## src/rtl/tcwm_pkg.sv

```systemverilog
package tcwm_pkg;
  // register byte addresses
  localparam logic [7:0]  ADDR_CTRL    = 8'h00;
  localparam logic [7:0]  ADDR_COUNT   = 8'h04;
  localparam logic [7:0]  ADDR_CMPA    = 8'h08;
  localparam logic [7:0]  ADDR_CMPB    = 8'h0C;
  localparam logic [7:0]  ADDR_CAPTOP  = 8'h10;
  localparam logic [7:0]  ADDR_FLAGS   = 8'h14;
  localparam logic [7:0]  ADDR_PINDIR  = 8'h18;
  // control field positions
  localparam int          CTRL_MODE_LSB = 0;
  localparam int          CTRL_ACTA_LSB = 4;
  localparam int          CTRL_ACTB_LSB = 6;
  localparam int          CTRL_PSC_LSB  = 8;
  localparam logic [15:0] CTRL_RST      = 16'h0000;
  // flag bit positions
  localparam int          FLG_OVF  = 0;
  localparam int          FLG_CMPA = 1;
  localparam int          FLG_CMPB = 2;
  localparam int          FLG_CAP  = 3;
  // waveform modes handled here
  localparam logic [3:0]  MODE_NORMAL   = 4'h0;
  localparam logic [3:0]  MODE_CTC_CMPA = 4'h4;
  localparam logic [3:0]  MODE_FPWM8    = 4'h5;
  localparam logic [3:0]  MODE_FPWM9    = 4'h6;
  localparam logic [3:0]  MODE_FPWM10   = 4'h7;
  localparam logic [3:0]  MODE_CTC_CAP  = 4'hC;
  localparam logic [3:0]  MODE_FPWM_CAP = 4'hE;
  localparam logic [3:0]  MODE_FPWM_CMP = 4'hF;
  // counter values
  localparam logic [15:0] CNT_BOTTOM = 16'h0000;
  localparam logic [15:0] CNT_MAX    = 16'hFFFF;
  localparam logic [15:0] TOP_8BIT   = 16'h00FF;
  localparam logic [15:0] TOP_9BIT   = 16'h01FF;
  localparam logic [15:0] TOP_10BIT  = 16'h03FF;
  // output actions
  localparam logic [1:0]  ACT_NONE   = 2'h0;
  localparam logic [1:0]  ACT_TOGGLE = 2'h1;
  localparam logic [1:0]  ACT_CLEAR  = 2'h2;
  localparam logic [1:0]  ACT_SET    = 2'h3;
  // prescaler select codes and divisors
  localparam logic [2:0]  PSC_STOP  = 3'h0;
  localparam logic [2:0]  PSC_1     = 3'h1;
  localparam logic [2:0]  PSC_8     = 3'h2;
  localparam logic [2:0]  PSC_64    = 3'h3;
  localparam logic [2:0]  PSC_256   = 3'h4;
  localparam logic [10:0] DIV_1     = 11'h001;
  localparam logic [10:0] DIV_8     = 11'h008;
  localparam logic [10:0] DIV_64    = 11'h040;
  localparam logic [10:0] DIV_256   = 11'h100;
  localparam logic [10:0] DIV_1024  = 11'h400;
  // bus responses
  localparam logic [1:0]  RESP_OKAY   = 2'h0;
  localparam logic [1:0]  RESP_SLVERR = 2'h2;
endpackage

```

## src/rtl/tcwm_counter16.sv

```systemverilog
// Our own choices: the placing of the registers and the AXI4-Lite interface to the registers.
`timescale 1ns/1ps
module tcwm_counter16
  import tcwm_pkg::*;
(
  input  wire logic        aclk,
  input  wire logic        aresetn,
  input  wire logic [7:0]  s_axi_awaddr,
  input  wire logic        s_axi_awvalid,
  output logic             s_axi_awready,
  input  wire logic [31:0] s_axi_wdata,
  input  wire logic [3:0]  s_axi_wstrb,
  input  wire logic        s_axi_wvalid,
  output logic             s_axi_wready,
  output logic [1:0]       s_axi_bresp,
  output logic             s_axi_bvalid,
  input  wire logic        s_axi_bready,
  input  wire logic [7:0]  s_axi_araddr,
  input  wire logic        s_axi_arvalid,
  output logic             s_axi_arready,
  output logic [31:0]      s_axi_rdata,
  output logic [1:0]       s_axi_rresp,
  output logic             s_axi_rvalid,
  input  wire logic        s_axi_rready,
  output logic [1:0]       waveform_pin_o,
  output logic [1:0]       waveform_pin_oe
);

  ////////////////////////////////////////////////////////////////////////////
  // declarations

  logic        awready_q, wready_q, bvalid_q, arready_q, rvalid_q; // bus handshake flops
  logic [1:0]  bresp_q, rresp_q;                    // bus responses
  logic [31:0] rdata_q;                             // read data
  logic        aw_have_q, w_have_q;                 // captured halves of a write
  logic [7:0]  aw_addr_q;                           // captured write address
  logic [31:0] w_data_q;                            // captured write data
  logic [3:0]  w_strb_q;                            // captured byte strobes
  logic        wr_do;                               // write performed this cycle
  logic [15:0] ctrl_q;                              // mode, actions, prescaler
  logic [15:0] count_q;                             // count_value
  logic [15:0] captop_q;                            // capture_top_value
  logic [3:0]  flags_q;                             // sticky flags
  logic [1:0]  pindir_q;                            // pin direction bits
  logic [15:0] cmp_q     [2];                       // active compare values
  logic [15:0] cmp_buf_q [2];                       // compare buffers
  logic [1:0]  wave_q;                              // internal waveform registers
  logic [1:0]  pin_o_q, pin_oe_q;                   // pin drive flops
  logic [10:0] psc_cnt_q;                           // prescaler counter
  logic        block_q;                             // count write blocks next match
  logic [3:0]  mode;                                // waveform_mode_select
  logic [2:0]  psc_sel;                             // prescaler select
  logic [1:0]  act [2];                             // output_action_select per channel
  logic [10:0] psc_div;                             // selected divisor
  logic        tick;                                // timer clock enable pulse
  logic        is_fpwm, is_ctc, fixed_top;          // mode classes
  logic        top_is_cmpa, top_is_cap;             // register that owns top
  logic [15:0] top;                                 // current top value
  logic [15:0] wmask;                               // compare write mask
  logic        at_top;                              // counter clears this tick
  logic        at_max;                              // counter wraps max to zero
  logic [1:0]  match;                               // compare match per channel
  logic        wr_ctrl, wr_count, wr_captop, wr_flags, wr_pindir;
  logic [1:0]  wr_cmp;                              // compare write per channel
  logic [15:0] wval_ctrl, wval_count, wval_captop;  // strobe-merged values
  logic [15:0] wval_cmp [2];                        // masked compare values

  // byte-strobe merge of a 16-bit register
  function automatic logic [15:0] merge16(input logic [15:0] old_v,
                                          input logic [31:0] new_v,
                                          input logic [3:0]  strb);
    merge16 = {strb[1] ? new_v[15:8] : old_v[15:8],
               strb[0] ? new_v[7:0]  : old_v[7:0]};
  endfunction

  // word-aligned address compare
  function automatic logic hit(input logic [7:0] a, input logic [7:0] r);
    hit = (a[7:2] == r[7:2]);
  endfunction

  ////////////////////////////////////////////////////////////////////////////
  // mode decode and top selection

  assign mode    = ctrl_q[CTRL_MODE_LSB +: 4];
  assign psc_sel = ctrl_q[CTRL_PSC_LSB +: 3];
  assign act[0]  = ctrl_q[CTRL_ACTA_LSB +: 2];
  assign act[1]  = ctrl_q[CTRL_ACTB_LSB +: 2];

  // modes outside this set (dual slope) fall back to the normal sequence
  always_comb begin
    is_fpwm     = 1'b0;
    is_ctc      = 1'b0;
    fixed_top   = 1'b0;
    top_is_cmpa = 1'b0;
    top_is_cap  = 1'b0;
    top         = CNT_MAX;
    unique case (mode)
      MODE_CTC_CMPA: begin
        is_ctc      = 1'b1;
        top_is_cmpa = 1'b1;
        top         = cmp_q[0];
      end
      MODE_CTC_CAP: begin
        is_ctc     = 1'b1;
        top_is_cap = 1'b1;
        top        = captop_q;
      end
      MODE_FPWM8: begin
        is_fpwm   = 1'b1;
        fixed_top = 1'b1;
        top       = TOP_8BIT;
      end
      MODE_FPWM9: begin
        is_fpwm   = 1'b1;
        fixed_top = 1'b1;
        top       = TOP_9BIT;
      end
      MODE_FPWM10: begin
        is_fpwm   = 1'b1;
        fixed_top = 1'b1;
        top       = TOP_10BIT;
      end
      MODE_FPWM_CAP: begin
        is_fpwm    = 1'b1;
        top_is_cap = 1'b1;
        top        = captop_q;
      end
      MODE_FPWM_CMP: begin
        is_fpwm     = 1'b1;
        top_is_cmpa = 1'b1;
        top         = cmp_q[0];
      end
      default: begin
        top = CNT_MAX;
      end
    endcase
  end

  // fixed tops are all-ones masks of their resolution
  assign wmask = fixed_top ? top : CNT_MAX;

  ////////////////////////////////////////////////////////////////////////////
  // prescaler: one tick every N clocks, none when stopped

  always_comb begin
    unique case (psc_sel)
      PSC_1:   psc_div = DIV_1;
      PSC_8:   psc_div = DIV_8;
      PSC_64:  psc_div = DIV_64;
      PSC_256: psc_div = DIV_256;
      default: psc_div = DIV_1024;
    endcase
  end

  assign tick = (psc_sel != PSC_STOP) && (psc_cnt_q == psc_div - 11'h001);

  // prescaler counter restarts on each tick and while stopped
  always_ff @(posedge aclk) begin
    if (!aresetn || tick || psc_sel == PSC_STOP) begin
      psc_cnt_q <= 11'h000;
    end else begin
      psc_cnt_q <= psc_cnt_q + 11'h001;
    end
  end

  ////////////////////////////////////////////////////////////////////////////
  // match detection

  // a top match is a compare match, so a count write blocks it too
  assign at_top = tick && !block_q && (is_fpwm || is_ctc) && (count_q == top);
  assign at_max = tick && (count_q == CNT_MAX);

  // blocking lasts until the next timer tick after a count write
  always_ff @(posedge aclk) begin
    if (!aresetn) begin
      block_q <= 1'b0;
    end else if (wr_count) begin
      block_q <= 1'b1;
    end else if (tick) begin
      block_q <= 1'b0;
    end
  end

  ////////////////////////////////////////////////////////////////////////////
  // counter: the sequence depends on the mode and its top value, never on actions

  always_ff @(posedge aclk) begin
    if (!aresetn) begin
      count_q <= CNT_BOTTOM;
    end else if (wr_count) begin
      count_q <= wval_count;
    end else if (at_top) begin
      count_q <= CNT_BOTTOM;
    end else if (tick) begin
      // a top written below the count is missed: run on to max and wrap
      count_q <= count_q + 16'h0001;
    end
  end

  ////////////////////////////////////////////////////////////////////////////
  // flags: hardware sets, software writes one to clear, set wins

  always_ff @(posedge aclk) begin
    if (!aresetn) begin
      flags_q <= 4'h0;
    end else begin
      // overflow: at max wrap outside fast PWM, at top inside it
      if ((!is_fpwm && at_max) || (is_fpwm && at_top)) begin
        flags_q[FLG_OVF] <= 1'b1;
      end else if (wr_flags && w_strb_q[0] && w_data_q[FLG_OVF]) begin
        flags_q[FLG_OVF] <= 1'b0;
      end
      if (match[0]) begin
        flags_q[FLG_CMPA] <= 1'b1;
      end else if (wr_flags && w_strb_q[0] && w_data_q[FLG_CMPA]) begin
        flags_q[FLG_CMPA] <= 1'b0;
      end
      if (match[1]) begin
        flags_q[FLG_CMPB] <= 1'b1;
      end else if (wr_flags && w_strb_q[0] && w_data_q[FLG_CMPB]) begin
        flags_q[FLG_CMPB] <= 1'b0;
      end
      if (top_is_cap && at_top) begin
        flags_q[FLG_CAP] <= 1'b1;
      end else if (wr_flags && w_strb_q[0] && w_data_q[FLG_CAP]) begin
        flags_q[FLG_CAP] <= 1'b0;
      end
    end
  end

  ////////////////////////////////////////////////////////////////////////////
  // per channel: compare registers, match and waveform

  for (genvar i = 0; i < 2; i++) begin : g_chan
    // compare value above top can never match
    assign match[i] = tick && !block_q && (count_q == cmp_q[i]) && (cmp_q[i] <= top);
    assign wval_cmp[i] = merge16(cmp_buf_q[i], w_data_q, w_strb_q) & wmask;

    // buffered in fast PWM, written straight through otherwise
    always_ff @(posedge aclk) begin
      if (!aresetn) begin
        cmp_q[i]     <= CNT_BOTTOM;
        cmp_buf_q[i] <= CNT_BOTTOM;
      end else begin
        if (wr_cmp[i]) begin
          cmp_buf_q[i] <= wval_cmp[i];
        end
        if (wr_cmp[i] && !is_fpwm) begin
          cmp_q[i] <= wval_cmp[i];
        end else if (is_fpwm && at_top) begin
          cmp_q[i] <= cmp_buf_q[i];
        end
      end
    end

    // in fast PWM clear and set, bottom wins over a match at top, so compare equal to top is constant
    always_ff @(posedge aclk) begin
      if (!aresetn) begin
        wave_q[i] <= 1'b0;
      end else if (act[i] == ACT_NONE) begin
        wave_q[i] <= wave_q[i];
      end else if (is_fpwm) begin
        unique case (act[i])
          ACT_CLEAR: begin
            if (at_top) begin
              wave_q[i] <= 1'b1;
            end else if (match[i]) begin
              wave_q[i] <= 1'b0;
            end
          end
          ACT_SET: begin
            if (at_top) begin
              wave_q[i] <= 1'b0;
            end else if (match[i]) begin
              wave_q[i] <= 1'b1;
            end
          end
          default: begin
            // toggle is offered on channel A only in fast PWM
            if (i == 0 && match[i]) begin
              wave_q[i] <= !wave_q[i];
            end
          end
        endcase
      end else if (match[i]) begin
        unique case (act[i])
          ACT_TOGGLE: wave_q[i] <= !wave_q[i];
          ACT_CLEAR:  wave_q[i] <= 1'b0;
          default:    wave_q[i] <= 1'b1;
        endcase
      end
    end

    // pin shows the waveform only when an action is selected
    always_ff @(posedge aclk) begin
      if (!aresetn) begin
        pin_o_q[i]  <= 1'b0;
        pin_oe_q[i] <= 1'b0;
      end else begin
        pin_o_q[i]  <= (act[i] != ACT_NONE) && wave_q[i];
        pin_oe_q[i] <= pindir_q[i];
      end
    end
  end

  ////////////////////////////////////////////////////////////////////////////
  // register writes

  assign wr_do     = aw_have_q && w_have_q && !bvalid_q;
  assign wr_ctrl   = wr_do && hit(aw_addr_q, ADDR_CTRL);
  assign wr_count  = wr_do && hit(aw_addr_q, ADDR_COUNT);
  assign wr_cmp[0] = wr_do && hit(aw_addr_q, ADDR_CMPA);
  assign wr_cmp[1] = wr_do && hit(aw_addr_q, ADDR_CMPB);
  assign wr_captop = wr_do && hit(aw_addr_q, ADDR_CAPTOP);
  assign wr_flags  = wr_do && hit(aw_addr_q, ADDR_FLAGS);
  assign wr_pindir = wr_do && hit(aw_addr_q, ADDR_PINDIR);

  assign wval_ctrl   = merge16(ctrl_q, w_data_q, w_strb_q);
  assign wval_count  = merge16(count_q, w_data_q, w_strb_q);
  assign wval_captop = merge16(captop_q, w_data_q, w_strb_q);

  // plain configuration registers
  always_ff @(posedge aclk) begin
    if (!aresetn) begin
      ctrl_q   <= CTRL_RST;
      captop_q <= CNT_BOTTOM;
      pindir_q <= 2'h0;
    end else begin
      if (wr_ctrl) begin
        ctrl_q <= wval_ctrl;
      end
      if (wr_captop) begin
        captop_q <= wval_captop;
      end
      if (wr_pindir && w_strb_q[0]) begin
        pindir_q <= w_data_q[1:0];
      end
    end
  end

  ////////////////////////////////////////////////////////////////////////////
  // AXI4-Lite write channels: address and data in either order

  always_ff @(posedge aclk) begin
    if (!aresetn) begin
      awready_q <= 1'b0;
      aw_have_q <= 1'b0;
      aw_addr_q <= 8'h00;
    end else if (s_axi_awvalid && awready_q) begin
      awready_q <= 1'b0;
      aw_have_q <= 1'b1;
      aw_addr_q <= s_axi_awaddr;
    end else if (wr_do) begin
      aw_have_q <= 1'b0;
    end else if (!aw_have_q && !bvalid_q) begin
      awready_q <= 1'b1;
    end
  end

  always_ff @(posedge aclk) begin
    if (!aresetn) begin
      wready_q <= 1'b0;
      w_have_q <= 1'b0;
      w_data_q <= 32'h0000_0000;
      w_strb_q <= 4'h0;
    end else if (s_axi_wvalid && wready_q) begin
      wready_q <= 1'b0;
      w_have_q <= 1'b1;
      w_data_q <= s_axi_wdata;
      w_strb_q <= s_axi_wstrb;
    end else if (wr_do) begin
      w_have_q <= 1'b0;
    end else if (!w_have_q && !bvalid_q) begin
      wready_q <= 1'b1;
    end
  end

  // response after both halves; unmapped addresses answer slave error
  always_ff @(posedge aclk) begin
    if (!aresetn) begin
      bvalid_q <= 1'b0;
      bresp_q  <= RESP_OKAY;
    end else if (wr_do) begin
      bvalid_q <= 1'b1;
      bresp_q  <= (wr_ctrl || wr_count || wr_cmp[0] || wr_cmp[1] || wr_captop || wr_flags || wr_pindir)
                  ? RESP_OKAY : RESP_SLVERR;
    end else if (s_axi_bready && bvalid_q) begin
      bvalid_q <= 1'b0;
    end
  end

  ////////////////////////////////////////////////////////////////////////////
  // AXI4-Lite read channel

  always_ff @(posedge aclk) begin
    if (!aresetn) begin
      arready_q <= 1'b0;
      rvalid_q  <= 1'b0;
      rdata_q   <= 32'h0000_0000;
      rresp_q   <= RESP_OKAY;
    end else if (s_axi_arvalid && arready_q) begin
      arready_q <= 1'b0;
      rvalid_q  <= 1'b1;
      rresp_q   <= RESP_OKAY;
      // buffers are not readable; compare reads return the active value
      if (hit(s_axi_araddr, ADDR_CTRL)) begin
        rdata_q <= {16'h0000, ctrl_q};
      end else if (hit(s_axi_araddr, ADDR_COUNT)) begin
        rdata_q <= {16'h0000, count_q};
      end else if (hit(s_axi_araddr, ADDR_CMPA)) begin
        rdata_q <= {16'h0000, cmp_q[0]};
      end else if (hit(s_axi_araddr, ADDR_CMPB)) begin
        rdata_q <= {16'h0000, cmp_q[1]};
      end else if (hit(s_axi_araddr, ADDR_CAPTOP)) begin
        rdata_q <= {16'h0000, captop_q};
      end else if (hit(s_axi_araddr, ADDR_FLAGS)) begin
        rdata_q <= {28'h000_0000, flags_q};
      end else if (hit(s_axi_araddr, ADDR_PINDIR)) begin
        rdata_q <= {30'h0000_0000, pindir_q};
      end else begin
        rdata_q <= 32'h0000_0000;
        rresp_q <= RESP_SLVERR;
      end
    end else if (rvalid_q && s_axi_rready) begin
      rvalid_q <= 1'b0;
    end else if (!rvalid_q) begin
      arready_q <= 1'b1;
    end
  end

  ////////////////////////////////////////////////////////////////////////////
  // outputs

  assign s_axi_awready   = awready_q;
  assign s_axi_wready    = wready_q;
  assign s_axi_bvalid    = bvalid_q;
  assign s_axi_bresp     = bresp_q;
  assign s_axi_arready   = arready_q;
  assign s_axi_rvalid    = rvalid_q;
  assign s_axi_rdata     = rdata_q;
  assign s_axi_rresp     = rresp_q;
  assign waveform_pin_o  = pin_o_q;
  assign waveform_pin_oe = pin_oe_q;

endmodule

```

## config.mk

```make
export PLATFORM = sky130hd
export DESIGN_NAME = tcwm_counter16
export DESIGN_NICKNAME = d
export VERILOG_FILES = /design/src/rtl/tcwm_pkg.sv /design/src/rtl/tcwm_counter16.sv
export SDC_FILE = /design/constraint.sdc
export NUM_CORES = 1
export LEC_CHECK = 0
export ABC_AREA = 1
export BUFFER_PORTS_ARGS = -buffer_cell sky130_fd_sc_hd__buf_2
export CORE_UTILIZATION = 50
export CTS_BUF_LIST = sky130_fd_sc_hd__clkbuf_2 sky130_fd_sc_hd__clkbuf_4 sky130_fd_sc_hd__clkbuf_8
export CTS_CLUSTER_SIZE = 40
export DETAILED_ROUTE_END_ITERATION = 16
export PLACE_DENSITY = 0.72
export SLEW_MARGIN = 20
export SYNTH_ARGS = -nofsm -noshare
export SYNTH_HDL_FRONTEND = slang
export SYNTH_SLANG_ARGS = --single-unit
```

## constraint.sdc

```tcl
create_clock -name aclk -period 2.9 [get_ports aclk]
set_input_delay 0.145 -clock aclk [delete_from_list [all_inputs] [get_ports aclk]]
set_output_delay 0.145 -clock aclk [all_outputs]
set_load 0.1 [all_outputs]
```

; Word-level counts from Yosys, hierarchy flattened
; Memories as Yosys holds them, arrays and structs flattened.
; Cells that the tools add are included.
[word_totals]
register_bits = 141
latch_bits = 0
ramBits = 64
mem_bits_ro = 0
inputBits = 59
output_inout_bits = 45
wordCells = 281
memories = 2
[mem_list]
columns = memory, words, width, read_ports, rd_ports_with_merged_regs, wr, line
row1 = cmp_buf_q, 2, 16, 2, 0, 2, tcwm_counter16.sv:46  ; logic [15:0] cmp_buf_q [2];
row2 = cmp_q, 2, 16, 2, 0, 2, tcwm_counter16.sv:45  ; logic [15:0] cmp_q [2];
[classes]
add_sub_neg = 3
mul = 0
div = 0
magnitude_cmp = 2
n_eq_ne = 41
shifts = 0
mux = 91
bitwise_logic = 14
n_reduce_logical = 96
[op_table]
columns = op, n
row1 = 16-bit two-way mux, 15
row2 = 16-bit case mux with 5 select lines, 1
row3 = 1-bit two-way mux, 54
row4 = 16-bit equality test, 3
row5 = 8-bit two-way mux, 6
row6 = 11-bit case mux with 4 select lines, 1
row7 = 1-bit logical AND, 38
row8 = "6-bit by 3-bit equality test with 1-bit output, second input constant", 6
row9 = 16-bit AND, 2
row10 = 16-bit <= comparator, 2
row11 = 2-bit nonzero test, 13
row12 = "6-bit by 2-bit equality test with 1-bit output, second input constant", 4
row13 = 2-bit two-way mux, 9
row14 = 2-bit AND reduction, 9
row15 = "16-bit by 1-bit adder with 16-bit output, second input constant", 1
row16 = "16-bit equality test, second input constant", 1
row17 = "4-bit by 3-bit equality test with 1-bit output, second input constant", 4
row18 = "4-bit equality test, second input constant", 3
row19 = "6-bit by 1-bit equality test with 1-bit output, second input constant", 2
row20 = 6-bit logical NOT, 2
row21 = "3-bit inequality test, second input constant", 4
row22 = 2-bit OR reduction, 6
row23 = "11-bit by 1-bit adder with 11-bit output, second input constant", 1
row24 = 11-bit equality test, 1
row25 = 20 further kinds, 59

; Logic depth before layout (Yosys ltp)
; Gate-level depths: netlist of run 1.
[logic_depth]
word_depth = 14
mapped_depth = 24
depth_no_buf = 22

; Worst setup path after synthesis of run 1
; No wires, ideal clock.
[synth_path]
path_type = flip-flop to flip-flop
from = reg ctrl_q[8]
to = mem cmp_q[0][0], enable pin
setup_ps = 411
arrival_ps = 2833
t_required_ps = 2489
path_slack_ps = -344
path_stages_with_launch = 19
path_buffers = 0
path_cell_list = dfxtp_1 > inv_1 > nor2_1 > nand2_1 > ha_1 > ha_1 > nand2_1 > nand2_1 > nor2_1 > nand2_1 > nor2_1 > nand2_1 > nor2_2 > nand3_1 > nor2_1 > nand3_2 > nor2_4 > nor2_1 > o21ai_0
[synth_rtl]
columns = item, line
row1 = start: declaration, tcwm_counter16.sv:40  ; logic [15:0] ctrl_q;
row2 = start signal: assignment, tcwm_counter16.sv:330  ; ctrl_q <= wval_ctrl;
row3 = end: declaration, tcwm_counter16.sv:45

; Worst setup path in the final report of run 1
[layout_path]
from = reg ctrl_q[3]
to = reg wave_q[1]
[layout_between]
elab_chain_cells = 9
word_cells_on_any_way = 29
cone_classes = order compare (1) / eq/ne (11) / mux (7) / reduce/logical (10)
[layout_lines]
columns = item, line
row1 = branches (longest 9 deep; another with 16-bit <= comparator), --
row2 = end signal: indexed assignment, tcwm_counter16.sv:261  ; wave_q[i] <= wave_q[i];
row3 = end signal: indexed assignment, tcwm_counter16.sv:281  ; wave_q[i] <= !wave_q[i];
row4 = end signal: indexed assignment, tcwm_counter16.sv:287  ; ACT_TOGGLE: wave_q[i] <= !wave_q[i];
row5 = end: declaration, tcwm_counter16.sv:47  ; logic [1:0] wave_q;
; Parallel ways; which one is timed is not known.
; A chain may end at the register's enable or synchronous reset.

==> results of run 1 <==
==> logic make-up (layout without fill, tap and decap cells) <==
family,count (synthesis),count (layout),share of synthesized area [%]
compound gates,330,330,17.0
xor+xnor,35,35,2.82
fa+ha+maj,36,36,4.15
buf+inv,262,457,10.2
flops,185,185,40.0
other cells,1,18,0.0345
simple gates,660,661,25.8
==> cell usage in the layout (no fill, tap or decap), types with 6 or more instances in the layout <==
cell	count
conb_1	18
buf_4	121
nand3_4	7
a21oi_1	129
buf_2	63
o41ai_1	7
nand2_2	15
dlygate4sd3_1	29
dfxtp_2	6
a21oi_2	10
nor2_1	162
o22ai_2	10
nand4_1	36
nand3_2	23
nor3_1	12
ha_1	27
xnor2_1	11
nand3_1	50
o21ai_0	117
nor2_2	9
dfxtp_1	114
ha_4	9
o22ai_1	11
xor2_1	24
or2_2	11
inv_2	10
edfxtp_1	64
nand2_4	10
o21ai_1	8
buf_6	17
a211oi_1	8
clkbuf_8	17
nand2_1	304
o211ai_1	6
inv_1	168
==> registers in the layout, summed over array words and instances, names as in the netlist, 2 cells and up <==
| signal | flops |
|---|---|
| w_data_q | 16 |
| cmp_buf_q | 32 |
| count_q | 16 |
| waveform_pin_o | 2 |
| captop_q | 16 |
| flags_q | 4 |
| ctrl_q | 16 |
| wave_q | 2 |
| aw_addr_q | 6 |
| psc_cnt_q | 11 |
| waveform_pin_oe | 2 |
| s_axi_rdata | 16 |
| w_strb_q | 2 |
| pindir_q | 2 |
| cmp_q | 32 |
==> worst max-delay path: cells and delay by family (launching register included) <==
kind	cells	cell delay, ps
flip-flops	1	350
adder cells (fa/ha/maj)	1	130
AND/OR/NAND/NOR	13	1230
buffers and inverters	5	670
AO/OA/AOI/OAI	3	510
==> area by class of cell <==
type                            instances  area, um2
Clock inverter                         14        163
Sequential cell                       185       4360
Timing Repair Buffer                  239       1890
Inverter                              186        706
Tap cell                              275        344
Clock buffer                           18        241
Multi-Input combinational cell       1080       6090
Fill cell                            1867       7360
==> final timing paths <==
path,cells past startpoint,from,endpoint
worst max-delay path,22,ctrl_q[3]$_SDFFE_PN0P_,wave_q[1]$_SDFFE_PN0P_
worst min-delay path,3,s_axi_awvalid,aw_have_q$_SDFFE_PN0P_
worst min register to register,2,ctrl_q[14]$_SDFFE_PN0P_,ctrl_q[14]$_SDFFE_PN0P_
worst max register to register,22,ctrl_q[3]$_SDFFE_PN0P_,wave_q[1]$_SDFFE_PN0P_
==> where the power goes <==
group / internal, mW / switching (mW) / total (mW)
combinational: 0.158 / 0.430 / 0.588
clock: 0.659 / 1.11 / 1.77
sequential: 2.74 / 0.112 / 2.86
==> per-stage QoR <==
stage               power [mW]  std cells
CTS                       5.18       1992
global route              5.36       1997
global placement          3.41       1904
detailed placement        3.42       1904
finish                    5.22       1997
floorplan                 3.25       1526
==> metal layers <==
metal  global-route usage [%]  routed length [um]  up-vias
li1                         -                   -     5393
met1                     47.2               16400     5327
met2                     58.0               18400      616
met3                     6.70                3580      147
met4                     17.5                2130        0
met5                        0                   0        -
==> repair_timing <==
item	4_1_cts	5_1_grt
cloned	3	3
buffers inserted	24	10
gates resized for setup	59	116
hold buffers	29	0
setup endpoints to repair	71	86
pin swaps	21	53
endpoints found under the hold margin	27	0
==> impl_metrics.env, run 1 <==
export IMPL_outcome="complete, but fails checks"
export IMPL_violations="setup timing"
export IMPL_antenna_found_initial=0
export IMPL_setup_tns_final_ps=-1200
export IMPL_cp_slowest_cell="dfxtp_2"
export IMPL_worst_slack_ps=-93.7
export IMPL_critPathKind="reg2reg"
export IMPL_wl_per_cell_um=20.3
export IMPL_powerDensity_nw_per_um2=378
export IMPL_grt_pass1_vias=10600
export IMPL_rsz0062_at_grt="true"
export IMPL_row_count=53
export IMPL_timing_fmax_mhz=334
export IMPL_clk_pin_slew_ps=110
export IMPL_routed_wl_mm=40.6
export IMPL_peakVddDrop_uv=425
export IMPL_min_delay_path_class="in2reg"
export IMPL_postPlaceCellArea_um2=12100
export IMPL_first_pass_iters=5
export IMPL_synth_top_area_cell="dfxtp_1"
export IMPL_antennaDiodeCount=0
export IMPL_place_hpwl_mm=29.2
export IMPL_grt_max_degree=41
export IMPL_crit_fanout=8
export IMPL_cts_buffers=17
export IMPL_slowest_delay_ps=350
export IMPL_cp_arrival_ps=3380
export IMPL_synth_top_area_share_pct=22.3
export IMPL_initial_utilization_pct=51.3
export IMPL_synth_flop_cell="dfxtp_1"
export IMPL_drv_slew=0
export IMPL_skew_ps=22.2
export IMPL_cp_common_cell="nor2_1"
export IMPL_die_x_um=149
export IMPL_clock_latency_ps=490
export IMPL_synth_async_reset_ratio_pct=0
export IMPL_core_area_um2=21200
export IMPL_cts_sinks=185
export IMPL_hold_viol_final=0
export IMPL_syn_avg_cell_area_um2=7.20
export IMPL_overflow=0
export IMPL_grt_pass1_wl_mm=59.9
export IMPL_syn_area_um2=10900
export IMPL_track_usage_pct=36.3
export IMPL_synth_seq_cells=185
export IMPL_io_pins=104
export IMPL_vias=11500
export IMPL_start_kind="flip-flop"
export IMPL_yosys_top_cells_count="325 x nand2_1, 180 x inv_1, 170 x nor2_1"
export IMPL_cts_tree="yes"
export IMPL_routabilityCongestion=1.01
export IMPL_ys_types=45
export IMPL_crit_path_end_kind="flip-flop"
export IMPL_worst_r2r_setup_slack_ps=-90
export IMPL_maxCapViolations=0
export IMPL_h_tree_depth=4
export IMPL_syn2layout_area_growth_pct=27.0
export IMPL_worst_slew_pin_slew_ps=863
export IMPL_ys_top_cells_by_area="dfxtp_1 22%, edfxtp_1 18%, nand2_1 11%"
export IMPL_drtAntennaViolNets=0
export IMPL_via_per_inst=5.75
export IMPL_fin_hold_ws_ps=134
export IMPL_root_buffer="clkbuf_8"
export IMPL_crit_chain="buf_6 -> nor2_4 -> buf_4 -> nand2_4 -> buf_4 -> nand2_2 -> inv_1 -> nand3_4 -> buf_4 -> ha_1 -> nor2_1 -> nor2_1 -> o21a_1 -> nor2_1 -> o21ai_1 -> nand2_1 -> nand2_1 -> nand4_1 -> a21oi_2 -> nand2_1 -> nor2_1 -> nor2_1"
export IMPL_nNetsFinal=1804
export IMPL_dieArea_um2=22300
export IMPL_synthCells=1509
export IMPL_stdcell_area_um2=13800
export IMPL_fin_crit_sh_pct=103
export IMPL_cts_buffer_depth=2
export IMPL_period_needed_ps=2990
export IMPL_synth_edf_count=64
export IMPL_post_place_ws_ps=-226
export IMPL_final_core_util_pct=65.2
export IMPL_power_leakage_nw=5.79
export IMPL_port_buffer_count=63
export IMPL_maxSlewHeadroom_pct=42.0
export IMPL_seq_area_frac_synth_pct=40.0
export IMPL_drc=0
export IMPL_chipHeight_um=149
export IMPL_drive_above_1_share_pct=22.4
export IMPL_yosysMostFrequentCell="nand2_1"
export IMPL_yosys_warnings=0
export IMPL_cp_required_ps=3290
export IMPL_setup_viol=25
export IMPL_initialDrtViolationCount=999
(Power assumes the default switching activity.)
==> run 2: changes to the inputs <==
--- a/config.mk
+++ b/config.mk
@@ -12,6 +12,7 @@
 export CTS_CLUSTER_SIZE = 40
 export DETAILED_ROUTE_END_ITERATION = 16
 export PLACE_DENSITY = 0.72
+export REMOVE_ABC_BUFFERS = 1
 export SLEW_MARGIN = 20
 export SYNTH_ARGS = -nofsm -noshare
 export SYNTH_HDL_FRONTEND = slang
==> run 2 against run 1 <==
  * The flow still finishes with violations (setup timing)
  * Via count down 2.2%
  * Largest cell class unchanged
  * Critical path depth down 2
  * Fmax up 1.3%
  * Critical path type unchanged
  * Power up 0.60%
==> impl_metrics.env, run 2 (synthesis gave the netlist of run 1 again) <==
export IMPL_min_path_cells=4
export IMPL_port_buffer_count=63
export IMPL_peakVddDrop_uv=337
export IMPL_drc=0
export IMPL_setup_viol=32
export IMPL_vias=11200
export IMPL_dieArea_um2=22300
export IMPL_row_count=53
export IMPL_routed_wl_mm=37.2
export IMPL_hold_end="s_axi_rdata[5]$_SDFFE_PN0P_"
export IMPL_drtAntennaViolNets=0
export IMPL_maxCapViolations=0
export IMPL_start_kind="flip-flop"
export IMPL_worst_r2r_setup_slack_ps=-60
export IMPL_cp_slowest_cell="dfxtp_4"
export IMPL_skew_ps=20.6
export IMPL_powerDensity_nw_per_um2=396
export IMPL_wl_per_cell_um=19.0
export IMPL_grt_pass1_wl_mm=55.4
export IMPL_grt_max_degree=66
export IMPL_num_fill_cells=1867
export IMPL_worstHoldStart="s_axi_arvalid"
export IMPL_root_buffer="clkbuf_8"
export IMPL_violations="setup timing"
export IMPL_antennaDiodeCount=0
export IMPL_hold_viol_final=0
export IMPL_worstRegToRegCells=20
export IMPL_cts_tree="yes"
export IMPL_rsz0062_at_grt="true"
export IMPL_setup_tns_final_ps=-426
export IMPL_syn2layout_area_growth_pct=22.0
export IMPL_via_per_inst=5.74
export IMPL_min_delay_path_class="in2reg"
export IMPL_cts_sinks=185
export IMPL_cts_buffer_depth=2
export IMPL_crit_fanout=11
export IMPL_initialDrtViolationCount=1298
export IMPL_critPathKind="reg2reg"
export IMPL_reg_top3="cmp_buf_q (32), cmp_q (32)"
export IMPL_maxSlewHeadroom_pct=48.4
export IMPL_die_x_um=149
export IMPL_first_pass_iters=8
export IMPL_chipHeight_um=149
export IMPL_routabilityCongestion=0.989
export IMPL_overflow=0
export IMPL_fin_crit_sh_pct=102
export IMPL_io_pins=104
export IMPL_core_area_um2=21200
export IMPL_power_leakage_nw=5.56
export IMPL_clk_pin_slew_ps=110
export IMPL_slowest_delay_ps=380
export IMPL_h_tree_depth=4
export IMPL_layout_common_cells="308 x nand2_1, 173 x inv_1, 162 x nor2_1"
export IMPL_crit_chain="buf_6 -> nor2_4 -> nand2_4 -> nand2_8 -> buf_8 -> buf_6 -> nand2_2 -> nand2_2 -> nor2_4 -> buf_6 -> nand2_2 -> nand2_2 -> nor2_2 -> nand2_1 -> nor2_2 -> nand3_4 -> nor2_4 -> buf_4 -> nand2_4 -> o22ai_1"
export IMPL_nNetsFinal=1764
export IMPL_cp_required_ps=3230
export IMPL_track_usage_pct=33.2
export IMPL_initial_utilization_pct=51.3
export IMPL_cp_arrival_ps=3280
export IMPL_worst_slew_pin_slew_ps=772
export IMPL_cts_buffers=17
export IMPL_antenna_found_initial=0
export IMPL_clock_latency_ps=490
export IMPL_outcome="complete, but fails checks"
export IMPL_worst_slack_ps=-56.0
export IMPL_final_common_cell="nand2_1"
export IMPL_drive_above_1_share_pct=18.9
export IMPL_fin_hold_ws_ps=64.5
export IMPL_period_needed_ps=2960
export IMPL_rr_endpoint="cmp_q[0][13]$_DFFE_PP_"
export IMPL_crit_path_end_kind="flip-flop"
export IMPL_grt_pass1_vias=10100
export IMPL_cp_common_cell="nand2_2"
export IMPL_place_hpwl_mm=27.1
export IMPL_drv_slew=0
export IMPL_timing_fmax_mhz=338
export IMPL_r2r_start="ctrl_q[3]$_SDFFE_PN0P_"
[run 2: worst max path at each step]
| stage | startpoint | end | slack (ps) |
|---|---|---|---|
| floorplan | ctrl_q[0]$_SDFFE_PN0P_ | cmp_q[0][0]$_DFFE_PP_ | -1040 |
| global placement | ctrl_q[0]$_SDFFE_PN0P_ | wave_q[1]$_SDFFE_PN0P_ | -20 |
| detailed placement | ctrl_q[2]$_SDFFE_PN0P_ | wave_q[1]$_SDFFE_PN0P_ | -40 |
| CTS | ctrl_q[8]$_SDFFE_PN0P_ | cmp_q[0][5]$_DFFE_PP_ | 10 |
| global route | ctrl_q[3]$_SDFFE_PN0P_ | wave_q[1]$_SDFFE_PN0P_ | -110 |
| finish | ctrl_q[3]$_SDFFE_PN0P_ | cmp_q[0][13]$_DFFE_PP_ | -60 |
[run 2: metal layers]
metal / wire (um) / vias to the layer above / track usage, %
met3: 3670 / 88 / 6.33
met5: 0 / - / 0
li1: - / 5311 / -
met4: 1340 / 0 / 11.5
met2: 16600 / 624 / 52.3
met1: 15600 / 5203 / 45.4
[run 2: power by group]
part	internal, mW	leakage [nW]	total, mW	switching, mW
registers	2.74	1.65	2.83	0.0844
logic	0.145	3.70	0.567	0.422
clock network	0.756	0.215	1.86	1.10
[run 2: timing repair]
item	4_1_cts	5_1_grt
hold endpoints to repair	26	0
hold buffers	26	0
endpoints found under the setup margin	23	88
pin swaps	3	34
gates cloned	0	1
gates resized for setup	6	117
setup buffers	0	9
[run 2: cell type report]
class / count / area, um2 / share of cell area (%)
clock buffer: 18 / 248 / 1.87
timing repair buffer: 200 / 1510 / 11.4
sequential: 185 / 4360 / 32.9
inverter: 186 / 706 / 5.33
multi-input combinational: 1079 / 5900 / 44.6
clock inverter: 14 / 178 / 1.34
tap: 275 / 344 / 2.60
[run 2: worst max-delay path: cells and delay by family, from the launching register on]
| family | cells | cell delay (ps) |
|---|---|---|
| buffers and inverters | 5 | 690 |
| AOI/OAI and AO/OA | 1 | 160 |
| and+or+nand+nor | 14 | 1540 |
| DFF | 1 | 380 |
[run 2: per-stage QoR]
stage                     std cells  util (%)  total power, mW  area, um2  setup WS, ps
after floorplan                1450         -             3.21      10500         -1040
after global placement         1889      56.6             3.39      12000         -22.5
after detailed placement       1889      56.6             3.40      12000         -41.0
after CTS                      1947      59.9             5.23      12700          13.0
after global routing           1957      62.6             5.41      13200          -108
final                          1957      62.6             5.25      13200         -56.0
